===== src/cpsc_pkg.sv =====
// Shared constants for the CAN power-save control block
package cpsc_pkg;

  // Bus geometry
  localparam int ADDR_W = 10;                      // Byte address width
  localparam int DATA_W = 32;                      // Avalon data width

  // Register byte offsets
  localparam logic [9:0] OFS_CTRL     = 10'h000;   // module_control_reg
  localparam logic [9:0] OFS_IRQ_STAT = 10'h004;   // irq_status_reg
  localparam logic [9:0] OFS_IRQ_EN   = 10'h008;   // irq_enable_reg
  localparam logic [9:0] OFS_LIPT     = 10'h00C;   // last_in_pointer_reg
  localparam logic [9:0] OFS_RHIST    = 10'h010;   // receive_history_reg
  localparam logic [9:0] OFS_LOPT     = 10'h014;   // last_out_pointer_reg
  localparam logic [9:0] OFS_THIST    = 10'h018;   // transmit_history_reg
  localparam logic [9:0] OFS_BUF_BASE = 10'h200;   // buffer_config_reg, buffer 0
  localparam int         NUM_BUF      = 32;        // Message buffers

  // module_control_reg fields
  localparam int CTRL_PS_LO    = 0;                // power_save_field_lo
  localparam int CTRL_PS_HI    = 1;                // power_save_field_hi
  localparam int CTRL_MODE_LSB = 2;                // Operating mode, 3 bits
  localparam int CTRL_SLP_PEND = 5;                // Sleep request held
  localparam int CTRL_INI_PEND = 6;                // Init request held

  // Power-save field codes
  localparam logic [1:0] PS_NONE  = 2'h0;          // No power save / release
  localparam logic [1:0] PS_SLEEP = 2'h1;          // Sleep request / status
  localparam logic [1:0] PS_STOP  = 2'h3;          // Stop request / status

  // Operating mode codes
  localparam logic [2:0] MODE_INIT    = 3'h0;
  localparam logic [2:0] MODE_NORMAL  = 3'h1;
  localparam logic [2:0] MODE_ABT     = 3'h2;
  localparam logic [2:0] MODE_RX_ONLY = 3'h3;
  localparam logic [2:0] MODE_SHOT    = 3'h4;
  localparam logic [2:0] MODE_SELF    = 3'h5;
  localparam logic [2:0] MODE_RESET   = MODE_INIT; // Mode after reset

  // Status and enable bit position of the wake-up source
  localparam int WAKE_BIT = 5;

  // buffer_config_reg fields
  localparam int CFG_REMOTE = 0;                   // remote_frame_select
  localparam int CFG_TX     = 1;                   // Buffer is a transmit buffer

  // Rejoin after wake-up: consecutive recessive bits
  localparam logic [3:0] REJOIN_BITS = 4'hB;

  // Power state
  typedef enum logic [1:0] {ST_RUN, ST_SLEEP, ST_STOP} cpsc_state_t;

endpackage


===== src/cpsc_power_save_control.sv =====
// Behaviour
// - Transmit buffer with select bit sends remote
// - Writing 01B to field requests sleep
// - Sleep request in init mode ignored
// - Sleep held until bus idle, reads 00B
// - Stuck bus keeps pending; stop-to-sleep unconditional
// - Sleep needs no pending transmission request
// - Simultaneous init and sleep: init wins
// - Init cancels pending or later sleep
// - No transmission in sleep or stop
// - Clock stopped in sleep, edge detect alive
// - Sleep/stop: only field writable, reads limited
// - Init request in sleep ignored
// - Sleep left by 00B write or edge
// - Waking frame is not received
// - Release restores mode, 00B; bus release sets wake flag
// - Rejoin bus after 11 recessive bits
// - Stop accepted only from sleep
// - Stop left only by 01B write
// - Other requests from stop ignored
// - Bus edge before stop request blocks stop
// - Gated clock: flag set, release deferred
// - Clock restored: leave sleep at once
`timescale 1ns/1ps
module cpsc_power_save_control
  import cpsc_pkg::*;
(
  // Clock and reset
  input  wire logic                ref_clk,
  input  wire logic                resetn,
  // Avalon-MM slave
  input  wire logic [ADDR_W-1:0]   avs_address,
  input  wire logic                avs_read,
  input  wire logic                avs_write,
  input  wire logic [DATA_W-1:0]   avs_writedata,
  input  wire logic [3:0]          avs_byteenable,
  output logic      [DATA_W-1:0]   avs_readdata,
  output logic                     avs_waitrequest,
  // CAN bus side
  input  wire logic                bus_receive_pin,
  // Protocol engine status, same clock
  input  wire logic                bus_idle,
  input  wire logic                tx_pending,
  input  wire logic                bit_sample_strobe,
  input  wire logic [4:0]          tx_buf_idx,
  input  wire logic [7:0]          last_in_ptr,
  input  wire logic [7:0]          rx_hist,
  input  wire logic [7:0]          last_out_ptr,
  input  wire logic [7:0]          tx_hist,
  // System clock control, same clock
  input  wire logic                module_clk_en,
  // Control outputs
  output logic      [2:0]          op_mode,
  output logic                     tx_inhibit,
  output logic                     rx_discard,
  output logic                     clk_stop_req,
  output logic                     tx_remote_frame,
  output logic                     wakeup_irq_line
);

  // Buffer region decode, used by read and write paths
  function automatic logic is_buf(input logic [ADDR_W-1:0] a);
    is_buf = (a[9] == 1'b1) && (a[8:7] == 2'h0) && (a[1:0] == 2'h0);
  endfunction

  cpsc_state_t state;                    // Power state
  logic        sleep_pending;            // Sleep request held
  logic        init_pending;             // Init request held
  logic        wake_hold;                // Bus edge seen, release owed
  logic        wakeup_status_flag;       // Sticky wake-up status
  logic        wakeup_irq_enable;        // Wake-up interrupt enable
  logic        rx_s1;                    // Pin synchroniser stage 1
  logic        rx_s2;                    // Pin synchroniser stage 2
  logic        rx_prev;                  // Previous synchronised level
  logic        rejoin_wait;              // Waiting for idle bus
  logic [3:0]  rec_cnt;                  // Consecutive recessive bits
  logic [1:0]  buffer_config_reg [NUM_BUF]; // Per-buffer configuration
  logic        ack;                      // Access completes this cycle

  logic        rx_fall;                  // Recessive to dominant edge
  logic        wake_evt;                 // Edge while asleep
  logic        wr_go;                    // Write takes effect
  logic        wr_ctrl;                  // Write to control register
  logic [1:0]  ps_wr;                    // Written power-save value
  logic [2:0]  mode_wr;                  // Written operating mode
  logic        init_req;                 // Write asks for init mode
  logic        awake;                    // Not in sleep or stop
  logic        sleep_go;                 // Sleep entry this cycle
  logic        wake_release;             // Bus-driven release this cycle
  logic [1:0]  ps_read;                  // Field as software sees it
  logic [DATA_W-1:0] next_readdata;      // Read mux

  assign awake = (state == ST_RUN);

  // One wait state per access; response always defined
  always_ff @(posedge ref_clk or negedge resetn) begin
    if (!resetn) begin
      ack <= 1'b0;
    end else begin
      ack <= (avs_read || avs_write) && !ack;
    end
  end

  assign avs_waitrequest = (avs_read || avs_write) && !ack;

  // Write decode, only the low byte carries fields
  assign wr_go   = avs_write && ack && avs_byteenable[0];
  assign wr_ctrl = wr_go && (avs_address == OFS_CTRL);
  assign ps_wr   = avs_writedata[CTRL_PS_HI:CTRL_PS_LO];
  assign mode_wr = avs_writedata[CTRL_MODE_LSB+2:CTRL_MODE_LSB];
  assign init_req = wr_ctrl && awake && (mode_wr == MODE_INIT) && (op_mode != MODE_INIT);

  // Pin synchroniser; stage 1 feeds stage 2 only
  always_ff @(posedge ref_clk or negedge resetn) begin
    if (!resetn) begin
      rx_s1   <= 1'b1;
      rx_s2   <= 1'b1;
      rx_prev <= 1'b1;
    end else begin
      rx_s1   <= bus_receive_pin;
      rx_s2   <= rx_s1;
      rx_prev <= rx_s2;
    end
  end

  // Edge detect runs on the free clock
  assign rx_fall  = rx_prev && !rx_s2;
  assign wake_evt = (state == ST_SLEEP) && rx_fall;

  assign wake_release = (state == ST_SLEEP) && (wake_evt || wake_hold) && module_clk_en;

  // Entry needs idle bus and no request
  assign sleep_go = awake && sleep_pending && bus_idle && !tx_pending;

  // Operating mode; kept through sleep so release returns to it
  always_ff @(posedge ref_clk or negedge resetn) begin
    if (!resetn) begin
      op_mode <= MODE_RESET;
    end else if (init_pending && bus_idle && awake) begin
      op_mode <= MODE_INIT;
    end else if (wr_ctrl && awake && op_mode == MODE_INIT && mode_wr != MODE_INIT
                 && mode_wr <= MODE_SELF) begin
      // Leaving init only; illegal codes dropped
      op_mode <= mode_wr;
    end
  end

  // Init request waits for bus idle; leaving init does not
  always_ff @(posedge ref_clk or negedge resetn) begin
    if (!resetn) begin
      init_pending <= 1'b0;
    end else if (init_req) begin
      init_pending <= 1'b1;
    end else if (bus_idle) begin
      init_pending <= 1'b0;
    end
  end

  // Sleep request bookkeeping
  always_ff @(posedge ref_clk or negedge resetn) begin
    if (!resetn) begin
      sleep_pending <= 1'b0;
    end else if (init_req || init_pending) begin
      sleep_pending <= 1'b0;
    end else if (sleep_go) begin
      sleep_pending <= 1'b0;
    end else if (wr_ctrl && awake) begin
      if (ps_wr == PS_SLEEP) begin
        sleep_pending <= (op_mode != MODE_INIT);
      end else if (ps_wr == PS_NONE) begin
        // Withdrawn before it took effect
        sleep_pending <= 1'b0;
      end
    end
  end

  // Power state machine
  always_ff @(posedge ref_clk or negedge resetn) begin
    if (!resetn) begin
      state <= ST_RUN;
    end else begin
      unique case (state)
        ST_RUN: begin
          if (sleep_go) begin
            state <= ST_SLEEP;
          end
        end
        ST_SLEEP: begin
          if (wake_release) begin
            state <= ST_RUN;
          end else if (wr_ctrl && ps_wr == PS_NONE) begin
            state <= ST_RUN;
          end else if (wr_ctrl && ps_wr == PS_STOP && !wake_evt && !wake_hold) begin
            state <= ST_STOP;
          end
        end
        ST_STOP: begin
          if (wr_ctrl && ps_wr == PS_SLEEP) begin
            state <= ST_SLEEP;
          end
        end
      endcase
    end
  end

  // Edge owed a release while the module clock is off
  always_ff @(posedge ref_clk or negedge resetn) begin
    if (!resetn) begin
      wake_hold <= 1'b0;
    end else if (state != ST_SLEEP || wake_release) begin
      wake_hold <= 1'b0;
    end else if (wake_evt) begin
      wake_hold <= 1'b1;
    end
  end

  // Wake-up status: set wins over a software clear
  always_ff @(posedge ref_clk or negedge resetn) begin
    if (!resetn) begin
      wakeup_status_flag <= 1'b0;
    end else if (wake_evt) begin
      wakeup_status_flag <= 1'b1;
    end else if (wr_go && awake && avs_address == OFS_IRQ_STAT
                 && !avs_writedata[WAKE_BIT]) begin
      wakeup_status_flag <= 1'b0;
    end
  end

  // Wake-up interrupt enable
  always_ff @(posedge ref_clk or negedge resetn) begin
    if (!resetn) begin
      wakeup_irq_enable <= 1'b0;
    end else if (wr_go && awake && avs_address == OFS_IRQ_EN) begin
      wakeup_irq_enable <= avs_writedata[WAKE_BIT];
    end
  end

  assign wakeup_irq_line = wakeup_status_flag && wakeup_irq_enable;

  // Rejoin watch after any release from sleep
  always_ff @(posedge ref_clk or negedge resetn) begin
    if (!resetn) begin
      rejoin_wait <= 1'b0;
      rec_cnt     <= 4'h0;
    end else if (state == ST_SLEEP && (wake_release || (wr_ctrl && ps_wr == PS_NONE))) begin
      rejoin_wait <= 1'b1;
      rec_cnt     <= 4'h0;
    end else if (rejoin_wait && bit_sample_strobe) begin
      // Eleven recessive bits in a row
      if (!rx_s2) begin
        rec_cnt <= 4'h0;
      end else if (rec_cnt == REJOIN_BITS - 4'h1) begin
        rejoin_wait <= 1'b0;
        rec_cnt     <= 4'h0;
      end else begin
        rec_cnt <= rec_cnt + 4'h1;
      end
    end
  end

  // No transmission while asleep or rejoining
  assign tx_inhibit   = !awake || rejoin_wait;
  assign rx_discard   = !awake || rejoin_wait;
  // Ask the clock unit to stop
  assign clk_stop_req = !awake;

  // Buffer configuration storage; locked while asleep
  always_ff @(posedge ref_clk or negedge resetn) begin
    if (!resetn) begin
      for (int i = 0; i < NUM_BUF; i++) begin
        buffer_config_reg[i] <= 2'h0;
      end
    end else if (wr_go && awake && is_buf(avs_address)) begin
      buffer_config_reg[avs_address[6:2]] <= avs_writedata[1:0];
    end
  end

  always_ff @(posedge ref_clk or negedge resetn) begin
    if (!resetn) begin
      tx_remote_frame <= 1'b0;
    end else begin
      tx_remote_frame <= buffer_config_reg[tx_buf_idx][CFG_REMOTE]
                         && buffer_config_reg[tx_buf_idx][CFG_TX];
    end
  end

  always_comb begin
    unique case (state)
      ST_SLEEP: ps_read = PS_SLEEP;
      ST_STOP:  ps_read = PS_STOP;
      default:  ps_read = PS_NONE;
    endcase
  end

  // Read mux; hidden registers read as zero when asleep
  always_comb begin
    next_readdata = '0;
    if (avs_address == OFS_CTRL) begin
      next_readdata[CTRL_PS_HI:CTRL_PS_LO]          = ps_read;
      next_readdata[CTRL_MODE_LSB+2:CTRL_MODE_LSB]  = op_mode;
      next_readdata[CTRL_SLP_PEND]                  = sleep_pending;
      next_readdata[CTRL_INI_PEND]                  = init_pending;
    end else if (avs_address == OFS_IRQ_STAT) begin
      next_readdata[WAKE_BIT] = wakeup_status_flag;
    end else if (avs_address == OFS_IRQ_EN) begin
      next_readdata[WAKE_BIT] = wakeup_irq_enable;
    end else if (awake) begin
      if (avs_address == OFS_LIPT) begin
        next_readdata[7:0] = last_in_ptr;
      end else if (avs_address == OFS_RHIST) begin
        next_readdata[7:0] = rx_hist;
      end else if (avs_address == OFS_LOPT) begin
        next_readdata[7:0] = last_out_ptr;
      end else if (avs_address == OFS_THIST) begin
        next_readdata[7:0] = tx_hist;
      end else if (is_buf(avs_address)) begin
        next_readdata[1:0] = buffer_config_reg[avs_address[6:2]];
      end
    end
  end

  // Read data captured on the same edge that waitrequest falls
  always_ff @(posedge ref_clk or negedge resetn) begin
    if (!resetn) begin
      avs_readdata <= '0;
    end else if (avs_read && !ack) begin
      avs_readdata <= next_readdata;
    end
  end
endmodule


===== config.mk =====
export PLATFORM = sky130hd
export DESIGN_NAME = cpsc_power_save_control
export DESIGN_NICKNAME = d
export VERILOG_FILES = /design/src/cpsc_pkg.sv /design/src/cpsc_power_save_control.sv
export SDC_FILE = /design/constraint.sdc
export NUM_CORES = 1
export LEC_CHECK = 0
export BUFFER_PORTS_ARGS = -buffer_cell sky130_fd_sc_hd__buf_2
export CAP_MARGIN = 20
export CORE_ASPECT_RATIO = 0.75
export CORE_UTILIZATION = 30
export CTS_CLUSTER_DIAMETER = 50
export CTS_CLUSTER_SIZE = 10
export DETAILED_ROUTE_END_ITERATION = 8
export GPL_TIMING_DRIVEN = 0
export HOLD_SLACK_MARGIN = 0.15
export PLACE_DENSITY = 0.56
export SYNTH_ARGS = -nofsm -noshare
export SYNTH_HDL_FRONTEND = slang
export SYNTH_SLANG_ARGS = --single-unit

===== constraint.sdc =====
create_clock -name ref_clk -period 2.2 [get_ports ref_clk]
set_input_delay 0.22 -clock ref_clk [delete_from_list [all_inputs] [get_ports ref_clk]]
set_output_delay 0.22 -clock ref_clk [all_outputs]
set_load 0.02 [all_outputs]

Yosys cells after proc, flatten, opt, wreduce, memory -nomap -nowiden

Index checks and enable logic that the tools add are counted.

Bits in registers: 92
Input bits: 92
Output and inout bits: 41
Word-level logic and storage cells: 192

Add/sub/neg operators: 1
Magnitude comparators: 4
Equal/unequal tests: 15
Multiplexer cells: 52
Bitwise operators: 2
Reduce and logical (&&, ||, !) cells: 71

Operators with widths:

| kind                | count |
|---|---|
| $bwmux 64           | 1 |
| $logic_and 1x1->1   | 37 |
| $mux 8              | 4 |
| $eq 10x5->1 const B | 3 |
| $mux 2              | 14 |
| $bmux 2 s5          | 2 |
| $eq 10x4->1 const B | 2 |
| $mux 1              | 18 |
| $mux 4              | 4 |
| $reduce_bool 2->1   | 7 |
| $ge 6x6->1 const B  | 2 |
| $not 5->6           | 2 |
| $demux 2 s5         | 1 |
| $eq 10x3->1 const B | 1 |
| $logic_not 10->1    | 1 |
| $mux 5              | 2 |
| $reduce_bool 3->1   | 3 |
| $logic_not 2->1     | 4 |
| $logic_not 1->1     | 7 |
| $mux 7              | 1 |
| $logic_not 3->1     | 2 |
| $logic_or 1x1->1    | 6 |
| $lt 6x1->1 const B  | 1 |
| $mux 3              | 2 |
| 14 further kinds    | 18 |

Depth between registers and ports, before layout

Gate-level depths: netlist of the first run.

Depth after elaboration: 13
Depth in mapped cells: 8
Depth with buffers taken out: 7

Worst setup path after synthesis of the first run

OpenSTA, ideal clock, no wires.

Path type: reg-to-reg
Start: register state[1]
End: register buffer_config_reg[38] (netlist name)
Setup time: 125 ps
Data arrival time: 2,031 ps
Required time: 2,075 ps
Setup slack: 44 ps
Stages on the path, launching flop included: 9
Path buffers: 1
Period minus slack after synthesis: 2,156 ps
Path through: dfrtp_1 -> inv_1 -> ha_1 -> buf_2 -> nand4_1 -> nor3_4 -> nand2_1 -> nor2_1 -> mux2_2

Cells in the longest elaborated chain, start to end: 3

Ends and longest elaborated chain:

| what                            | RTL line                       | RTL |
|---|---|---|
| start, declared                 | cpsc_power_save_control.sv:66  | `cpsc_state_t state;` |
| start signal, assigned          | cpsc_power_save_control.sv:180 | `state <= ST_RUN;` |
| start signal, assigned          | cpsc_power_save_control.sv:185 | `state <= ST_SLEEP;` |
| start signal, assigned          | cpsc_power_save_control.sv:190 | `state <= ST_RUN;` |
| $logic_not 2->1                 | cpsc_power_save_control.sv:93  | `assign awake = (state == ST_RUN);` |
| $logic_and 1x1->1 (2 in series) | cpsc_power_save_control.sv:273 | `end else if (wr_go && awake && is_buf(avs_address)) begin` |
| end signal, assigned by index   | cpsc_power_save_control.sv:274 | `buffer_config_reg[avs_address[6:2]] <= avs_writedata[1:0];` |
| end, declared                   | cpsc_power_save_control.sv:77  | `logic [1:0] buffer_config_reg [NUM_BUF];` |

No other way between the ends.
A chain may end at the register's enable or synchronous reset.

Final worst setup path of the first run

Start: input port avs_address[4]
End: register avs_readdata[0]

Cells in the longest elaborated chain, start to end: 13
Elaborated cells between the ends (all ways): 20
Classes of those cells: eq/ne (6); mux (12); bitwise (1); reduce/logical (1)

Ends and longest elaborated chain:

| what                                       | RTL line                       | RTL |
|---|---|---|
| start, declared                            | cpsc_power_save_control.sv:32  | `input wire logic [ADDR_W-1:0] avs_address,` |
| $not 5->6 (not written as such)            | cpsc_power_save_control.sv:317 | `next_readdata[1:0] = buffer_config_reg[avs_address[6:2]];` |
| $bmux 2 s5                                 | cpsc_power_save_control.sv:317 |  |
| $mux 2 (not written as such) (2 in series) | cpsc_power_save_control.sv:317 |  |
| $mux 2                                     | cpsc_power_save_control.sv:316 | `end else if (is_buf(avs_address)) begin` |
| $mux 2                                     | cpsc_power_save_control.sv:314 | `end else if (avs_address == OFS_THIST) begin` |
| $mux 8                                     | cpsc_power_save_control.sv:312 | `end else if (avs_address == OFS_LOPT) begin` |
| $mux 8                                     | cpsc_power_save_control.sv:310 | `end else if (avs_address == OFS_RHIST) begin` |
| $mux 8                                     | cpsc_power_save_control.sv:308 | `if (avs_address == OFS_LIPT) begin` |
| $mux 8                                     | cpsc_power_save_control.sv:307 | `end else if (awake) begin` |
| $mux 5                                     | cpsc_power_save_control.sv:305 | `end else if (avs_address == OFS_IRQ_EN) begin` |
| $mux 5                                     | cpsc_power_save_control.sv:303 | `end else if (avs_address == OFS_IRQ_STAT) begin` |
| $mux 7 (*)                                 | cpsc_power_save_control.sv:298 | `if (avs_address == OFS_CTRL) begin` |
| end signal, assigned                       | cpsc_power_save_control.sv:327 | `avs_readdata <= next_readdata;` |
| end, declared                              | cpsc_power_save_control.sv:37  | `output logic [DATA_W-1:0] avs_readdata,` |

Every way passes the cells marked *; elsewhere a longest branch is shown, timed or not. The select of a mux whose other input is x is not followed.

==> results of run 1 <==
critical path, delay by kind of cell:
family / cells / cell delay [ps]
buf+inv: 2 / 550
simple gates: 2 / 780
compound gates: 3 / 860
final timing paths:
| path | depth (start not counted) | to | slack [ps] |
|---|---|---|---|
| max | 7 | avs_readdata[0] | 50 |
| min | 3 | ack | 160 |
| max reg2reg | 10 | buffer_config_reg[18] | 90 |
| min reg2reg | 0 | rx_s2 | 360 |
| max in group asynchronous | 3 | buffer_config_reg[27] | 1100 |
| min in group asynchronous | 2 | avs_readdata[3] | 430 |
metal layers:
layer | GRT usage (%) | wire length (um) | vias to the layer above
li1 | - | - | 2174
met2 | 26.3 | 7360 | 176
met4 | 5.95 | 301 | 0
met1 | 25.4 | 7530 | 2332
met5 | 0 | 0 | -
met3 | 4.37 | 1120 | 24
per-stage QoR:
stage | setup slack [ps] | power, uW | hold slack, ps | utilization (%) | setup TNS [ps]
3_3_place_gp | -602 | 2360 | 327 | 35.2 | -34160
6_report | 45.3 | 4150 | 161 | 39.5 | 0
5_1_grt | -24.5 | 4310 | 199 | 39.5 | -54.0
2_1_floorplan | 44.1 | 2150 | -75.6 | - | 0
3_5_place_dp | -668 | 2380 | 281 | 35.3 | -38350
4_1_cts | -46.0 | 4150 | 154 | 38.3 | -1010
timing repair:
action,4_1_cts,5_1_grt
hold buffers,8,0
gates resized for setup,29,46
endpoints found under the setup margin,67,66
gates cloned,0,0
endpoints found under the hold margin,52,0
buffers inserted,4,3
pin swaps,2,13
cells in the final DEF (no fill, tap or decap), types with 24 or more instances in the layout:
cell / n
nand2_1: 29
buf_2: 84
o21ai_0: 35
buf_4: 32
mux2_2: 68
conb_1: 24
nor2_4: 25
mux2i_1: 26
dfrtp_1: 89
Yosys cell counts, types with 11 or more instances:
| cell | instances |
|---|---|
| mux2i_1 | 26 |
| clkbuf_1 | 16 |
| nand2_1 | 34 |
| buf_2 | 11 |
| a21oi_1 | 22 |
| o21ai_0 | 35 |
| nor2_1 | 54 |
| buf_4 | 25 |
| mux2_2 | 68 |
| nand3_1 | 22 |
| dfrtp_1 | 89 |
cell families after synthesis:
| family | Yosys count | share of synthesized area (%) |
|---|---|---|
| flops | 92 | 41.9 |
| fa+ha+maj | 6 | 1.37 |
| compound gates | 105 | 12.5 |
| other cells | 1 | 0.0682 |
| simple gates | 166 | 15.6 |
| buf+inv | 63 | 6.26 |
| mux | 103 | 22.3 |
where the power goes:
part           internal, uW  switching [uW]
Combinational           252             417
Clock                  1060             669
Sequential             1730            28.3
final cells by class:
class	count	area, um^2	area share (%)
multi-input cells	404	3210	45.5
flip-flops and latches	92	2310	32.7
repair buffers	91	542	7.69
plain buffers	54	317	4.49
well taps	242	303	4.30
clock buffers	11	253	3.59
clock inverters	5	82.6	1.17
inverters	9	33.8	0.480
==> impl_results.rst, run 1 <==
.. list-table::
   :header-rows: 1

   * - Metric
     - Value
   * - Required time of the critical path
     - 2460 ps
   * - Cell area after layout
     - 0.00704 mm^2
   * - Final non-filler cell total
     - 908
   * - Start point of the worst min-delay path
     - avs_write
   * - CTS H-tree depth
     - 3
   * - Number of maximum-capacitance violations
     - 0
   * - Die extent in y
     - 119 um
   * - Final ANT Viol Nets
     - 0
   * - Number of global-route vias before repair
     - 4597
   * - Worst min path class
     - in -> reg
   * - Share of cells above drive strength 1
     - 39.9%
   * - Final number of setup-violating endpoints
     - 0
   * - Router iterations before antenna repair
     - 6
   * - Final WL
     - 16300 um
   * - Initial cell density of the core
     - 30.9%
   * - # clock sinks
     - 92
   * - Largest cells by area after synthesis
     - dfrtp_1, mux2_2, mux2i_1
   * - Detailed-placement wirelength estimate
     - 12100 um
   * - Placeable Area
     - 0.0178 mm^2
   * - Yosys warning total
     - 0
   * - Maximum clock rate
     - 0.464 GHz
   * - Leakage
     - 0.00313 uW
   * - Weighted congestion reported at the end of routability-driven placement
     - 0.869
   * - Num ports
     - 133
   * - Placed Cells
     - 877
   * - Global-route wire length before repair
     - 25300 um
   * - Final max-slew violation count
     - 0
   * - TritonCTS Buffers
     - 9
   * - Cells after Synth
     - 536
   * - Minimum clock period after layout
     - 2150 ps
   * - Nature of the critical path endpoint
     - flop
   * - Buffers from clock root to sink, at most
     - 2
   * - Width of the die
     - 158 um
   * - Area share of the largest cell type after synthesis
     - 40.5%
   * - Startpoint-to-endpoint class of the critical path
     - in -> reg
   * - Remaining design rule violation count
     - 0
   * - Total congestion overflow
     - 0
   * - Dominant cell type by area after synthesis
     - dfrtp_1
   * - Relative slew slack
     - 31.8%
   * - Clock Tree Root
     - clkbuf_16
   * - Fraction of synthesis flops using an asynchronous set or reset pin
     - 100%
   * - Category of the worst setup path launch point
     - input port
   * - Final Hold Fails
     - 0
   * - Overall Global Routing Usage
     - 17.9%
   * - Total via count in the routed design
     - 4706
   * - Pin count of the biggest net entering global routing
     - 49
   * - Top_reg_cell synth
     - dfrtp_1
   * - Clock insertion delay at the later pin of the skew report
     - 350 ps
   * - Crit path max-delay cell type
     - nand3b_1
   * - Outcome
     - finished clean
   * - Tcrit/Tclk final
     - 97.9%
   * - Power per unit of standard cell area
     - 590 mW/mm^2
   * - Die footprint
     - 0.0189 mm^2
   * - Worst reg2reg path startpoint
     - state[1]
   * - CTS tree
     - done
   * - Max FFs per register
     - 64
   * - Data arrival, critical path
     - 2420 ps
   * - Fin nets
     - 759
   * - Crit Path Max Fanout
     - 10
   * - Count of state elements after synthesis
     - 92
   * - Via count normalized by instance count
     - 5.18
   * - Avg Inst Size Synth
     - 10.3 um^2
   * - Worst Setup SP
     - avs_address[4]
   * - Portion of the post-synthesis area used by sequential elements
     - 41.9%
   * - Initial DRC Count
     - 309
   * - Antenna violations before repair
     - 0
   * - Critical path's largest stage delay
     - 550 ps
   * - Yosys cell types
     - 55
   * - Synthesized area
     - 0.00550 mm^2
   * - Filler Cell Count
     - 1761
   * - Least-Margin Pin Slew
     - 1020 ps
   * - Avg WL per Cell
     - 18.0 um
   * - Most Frequent Cell on Critical Path
     - o21ai_0
   * - Placement Cell Area
     - 0.00629 mm^2
   * - Maximum vdd ir drop
     - 0.311 mV
   * - Series of cell instances along the critical path
     - buf_2 -> clkbuf_1 -> nand3b_1 -> o221ai_1 -> o21ai_0 -> and4_1 -> o21ai_0
   * - Post-synth EDFFs
     - 0
   * - Clock-pin slew on the worst setup and hold paths
     - 60 ps
   * - Synth-to-Final Area Change
     - 28.1%
   * - Number of buffer cells added on primary ports
     - 75
   * - Antenna diode count
     - 0
   * - Number of placement rows
     - 42
   * - Final Skew
     - 8.09 ps
Power figures use the tool's default switching activity.
==> inputs of run 2 (changes only) <==
--- a/config.mk
+++ b/config.mk
@@ -15,5 +15,5 @@
 export GPL_TIMING_DRIVEN = 0
 export HOLD_SLACK_MARGIN = 0.15
-export PLACE_DENSITY = 0.56
+export PLACE_DENSITY = 0.54
 export SYNTH_ARGS = -nofsm -noshare
 export SYNTH_HDL_FRONTEND = slang
==> constraint.sdc (replaced) <==
create_clock -name ref_clk -period 2.5 [get_ports ref_clk]
set_input_delay 0.125 -clock ref_clk [delete_from_list [all_inputs] [get_ports ref_clk]]
set_output_delay 0.125 -clock ref_clk [all_outputs]
set_load 0.02 [all_outputs]
==> run 2 against run 1 <==
  * Combinational power decreased by 17%
  * Clock skew about the same
  * Sequential share of layout area increased by 0.95 points
  * Register-to-register slack about the same
  * Setup slack improved by 44 ps
  * Sequential cell count unchanged
  * Final area decreased by 2.8%
  * Worst hold slack improved by 19 ps
  * First-iteration DRC count increased by 6.1%
  * Wire length decreased by 0.33%
  * Largest power group unchanged
  * Highest routed layer unchanged
==> impl_results.rst, run 2 (same netlist as run 1, synthesis figures left out) <==
.. list-table::
   :header-rows: 1

   * - Metric
     - Value
   * - Initial cell density of the core
     - 30.9%
   * - Avg WL per Cell
     - 17.8 um
   * - CTS H-tree depth
     - 3
   * - Category of the worst setup path launch point
     - flop
   * - Detailed-placement wirelength estimate
     - 12100 um
   * - Clock Tree Root
     - clkbuf_16
   * - Relative slew slack
     - 37.8%
   * - Net switching power
     - 995 uW
   * - Final max-slew violation count
     - 0
   * - Crit Path Max Fanout
     - 10
   * - Share of cells above drive strength 1
     - 34.9%
   * - Buffers from clock root to sink, at most
     - 2
   * - Data arrival, critical path
     - 2650 ps
   * - Placed Cells
     - 877
   * - Number of placement rows
     - 42
   * - Final Skew
     - 7.88 ps
   * - Outcome
     - finished clean
   * - Width of the die
     - 158 um
   * - Maximum vdd ir drop
     - 0.307 mV
   * - Critical path's top delay family
     - simple AND/OR/NAND/NOR gates
   * - Worst setup margin
     - 89.1 ps
   * - Placement Cell Area
     - 0.00629 mm^2
   * - Initial DRC Count
     - 328
   * - Final worst hold slack
     - 180 ps
   * - Number of buffer cells added on primary ports
     - 75
   * - # clock sinks
     - 92
   * - Buf+Inv Stages, Crit Path
     - 4
   * - Nature of the critical path endpoint
     - flop
   * - Worst min path class
     - in -> reg
   * - Final WL
     - 16300 um
   * - Final Hold Fails
     - 0
   * - Final non-filler cell total
     - 913
   * - Portion of total power attributed to the clock network
     - 41.8%
   * - Internal cell power
     - 2610 uW
   * - Global-route wire length before repair
     - 25300 um
   * - Critical path's largest stage delay
     - 420 ps
   * - Num ports
     - 133
   * - Clock insertion delay at the later pin of the skew report
     - 360 ps
   * - Minimum clock period after layout
     - 2410 ps
   * - Weighted congestion reported at the end of routability-driven placement
     - 0.885
   * - Final number of setup-violating endpoints
     - 0
   * - Cell area after layout
     - 0.00685 mm^2
   * - Antenna diode count
     - 0
   * - Most common cell after layout, fill and taps aside
     - dfrtp_1
   * - Pre-CTS setup slack
     - -372 ps
   * - Maximum clock rate
     - 0.415 GHz
   * - Final ANT Viol Nets
     - 0
   * - Most Frequent Cell on Critical Path
     - buf_4
   * - Placeable Area
     - 0.0178 mm^2
   * - Total via count in the routed design
     - 4694
   * - Final Power
     - 3600 uW
   * - TritonCTS Buffers
     - 9
   * - Remaining design rule violation count
     - 0
   * - Antenna violations before repair
     - 0
   * - Tcrit/Tclk final
     - 96.4%
   * - Router iterations before antenna repair
     - 5
   * - Unrepaired setup endpoints after global routing
     - true
   * - Number of global-route vias before repair
     - 4592
   * - Crit path max-delay cell type
     - dfrtp_1
   * - Clock-pin slew on the worst setup and hold paths
     - 70 ps
   * - Number of maximum-capacitance violations
     - 0
   * - Series of cell instances along the critical path
     - inv_1 -> ha_1 -> clkbuf_4 -> nand4_1 -> buf_4 -> nor3_4 -> buf_4 -> nand2_2 -> nor2_1 -> mux2_2
   * - Net switching share of the total power
     - 27.6%
   * - Leakage
     - 0.00315 uW
   * - Synth-to-Final Area Change
     - 24.5%
   * - Least-Margin Pin Slew
     - 930 ps
   * - Commonest cells after routing, fill and taps aside
     - dfrtp_1, buf_2, mux2_2
   * - Fin nets
     - 764
   * - Die extent in y
     - 119 um
   * - Required time of the critical path
     - 2740 ps
   * - Startpoint-to-endpoint class of the critical path
     - reg -> reg
   * - Overall Global Routing Usage
     - 17.9%
   * - Power per unit of standard cell area
     - 526 mW/mm^2
   * - Flop pwr share
     - 42.8%
   * - Die footprint
     - 0.0189 mm^2
   * - Pin count of the biggest net entering global routing
     - 71
   * - Via count normalized by instance count
     - 5.14
   * - Part of the total power dissipated in combinational logic
     - 15.4%
   * - CTS tree
     - done
   * - Total congestion overflow
     - 0
   * - Max FFs per register
     - 64
[run 2: cell count changes in the layout (fill, tap and decap cells not counted), sizes merged]
cell,before,now
dlygate4sd3,8,17
buf,121,116
clkbuf,27,26
clkinv,2,3
clkinvlp,0,1
[run 2: metrics by stage]
stage	util [%]	setup TNS (ps)
finish	38.4	0
global route	38.4	-84.3
CTS	38.2	-213
detailed placement	35.3	-18670
global placement	35.2	-17350
floorplan	-	0
[run 2: routing by layer]
| layer | global-route usage [%] | routed length [um] |
|---|---|---|
| met4 | 5.17 | 240 |
| met5 | 0 | 0 |
| met2 | 26.5 | 7030 |
| met1 | 25.6 | 7830 |
| met3 | 4.33 | 1150 |
[run 2: power by group through the flow]
stage	logic (uW)	clock network, uW	registers [uW]
after floorplan	318	0	1570
after global placement	510	0	1570
after detailed placement	522	0	1570
after CTS	546	1540	1540
after global routing	610	1600	1550
final	555	1500	1540
[run 2: path summary, 6_finish.rpt]
path / startpoint / end / slack (ps) / depth (start not counted)
max: state[1] / buffer_config_reg[1] / 90 / 10
min: avs_address[8] / avs_readdata[0] / 180 / 4
max reg2reg: state[1] / buffer_config_reg[1] / 90 / 10
min reg2reg: rx_s1 / rx_s2 / 360 / 0
max in group asynchronous: resetn / rx_prev / 1590 / 3
min in group asynchronous: resetn / buffer_config_reg[52] / 210 / 2
[run 2: timing repair]
item                       CTS  global route
hold buffers                17             0
pin swaps                    2             2
buffers inserted             1             2
gates cloned                 0             0
gates resized for setup      4             9
hold endpoints to repair   105             0
setup endpoints to repair   64            64
[run 2: final cells by class]
type | count | area [um^2]
fill | 1752 | 11000
multi-input combinational | 404 | 2970
sequential | 92 | 2310
timing repair buffer | 96 | 598
buffer | 54 | 313
tap | 242 | 303
clock buffer | 9 | 225
clock inverter | 7 | 98.8
inverter | 9 | 33.8
[run 2: worst register-to-register path, cell delays in order, from the launching register on]
cell	delay (ps)
dfrtp_1	420
inv_1	120
ha_1	150
clkbuf_4	210
nand4_1	100
buf_4	170
nor3_4	150
buf_4	190
nand2_2	200
nor2_1	240
mux2_2	350
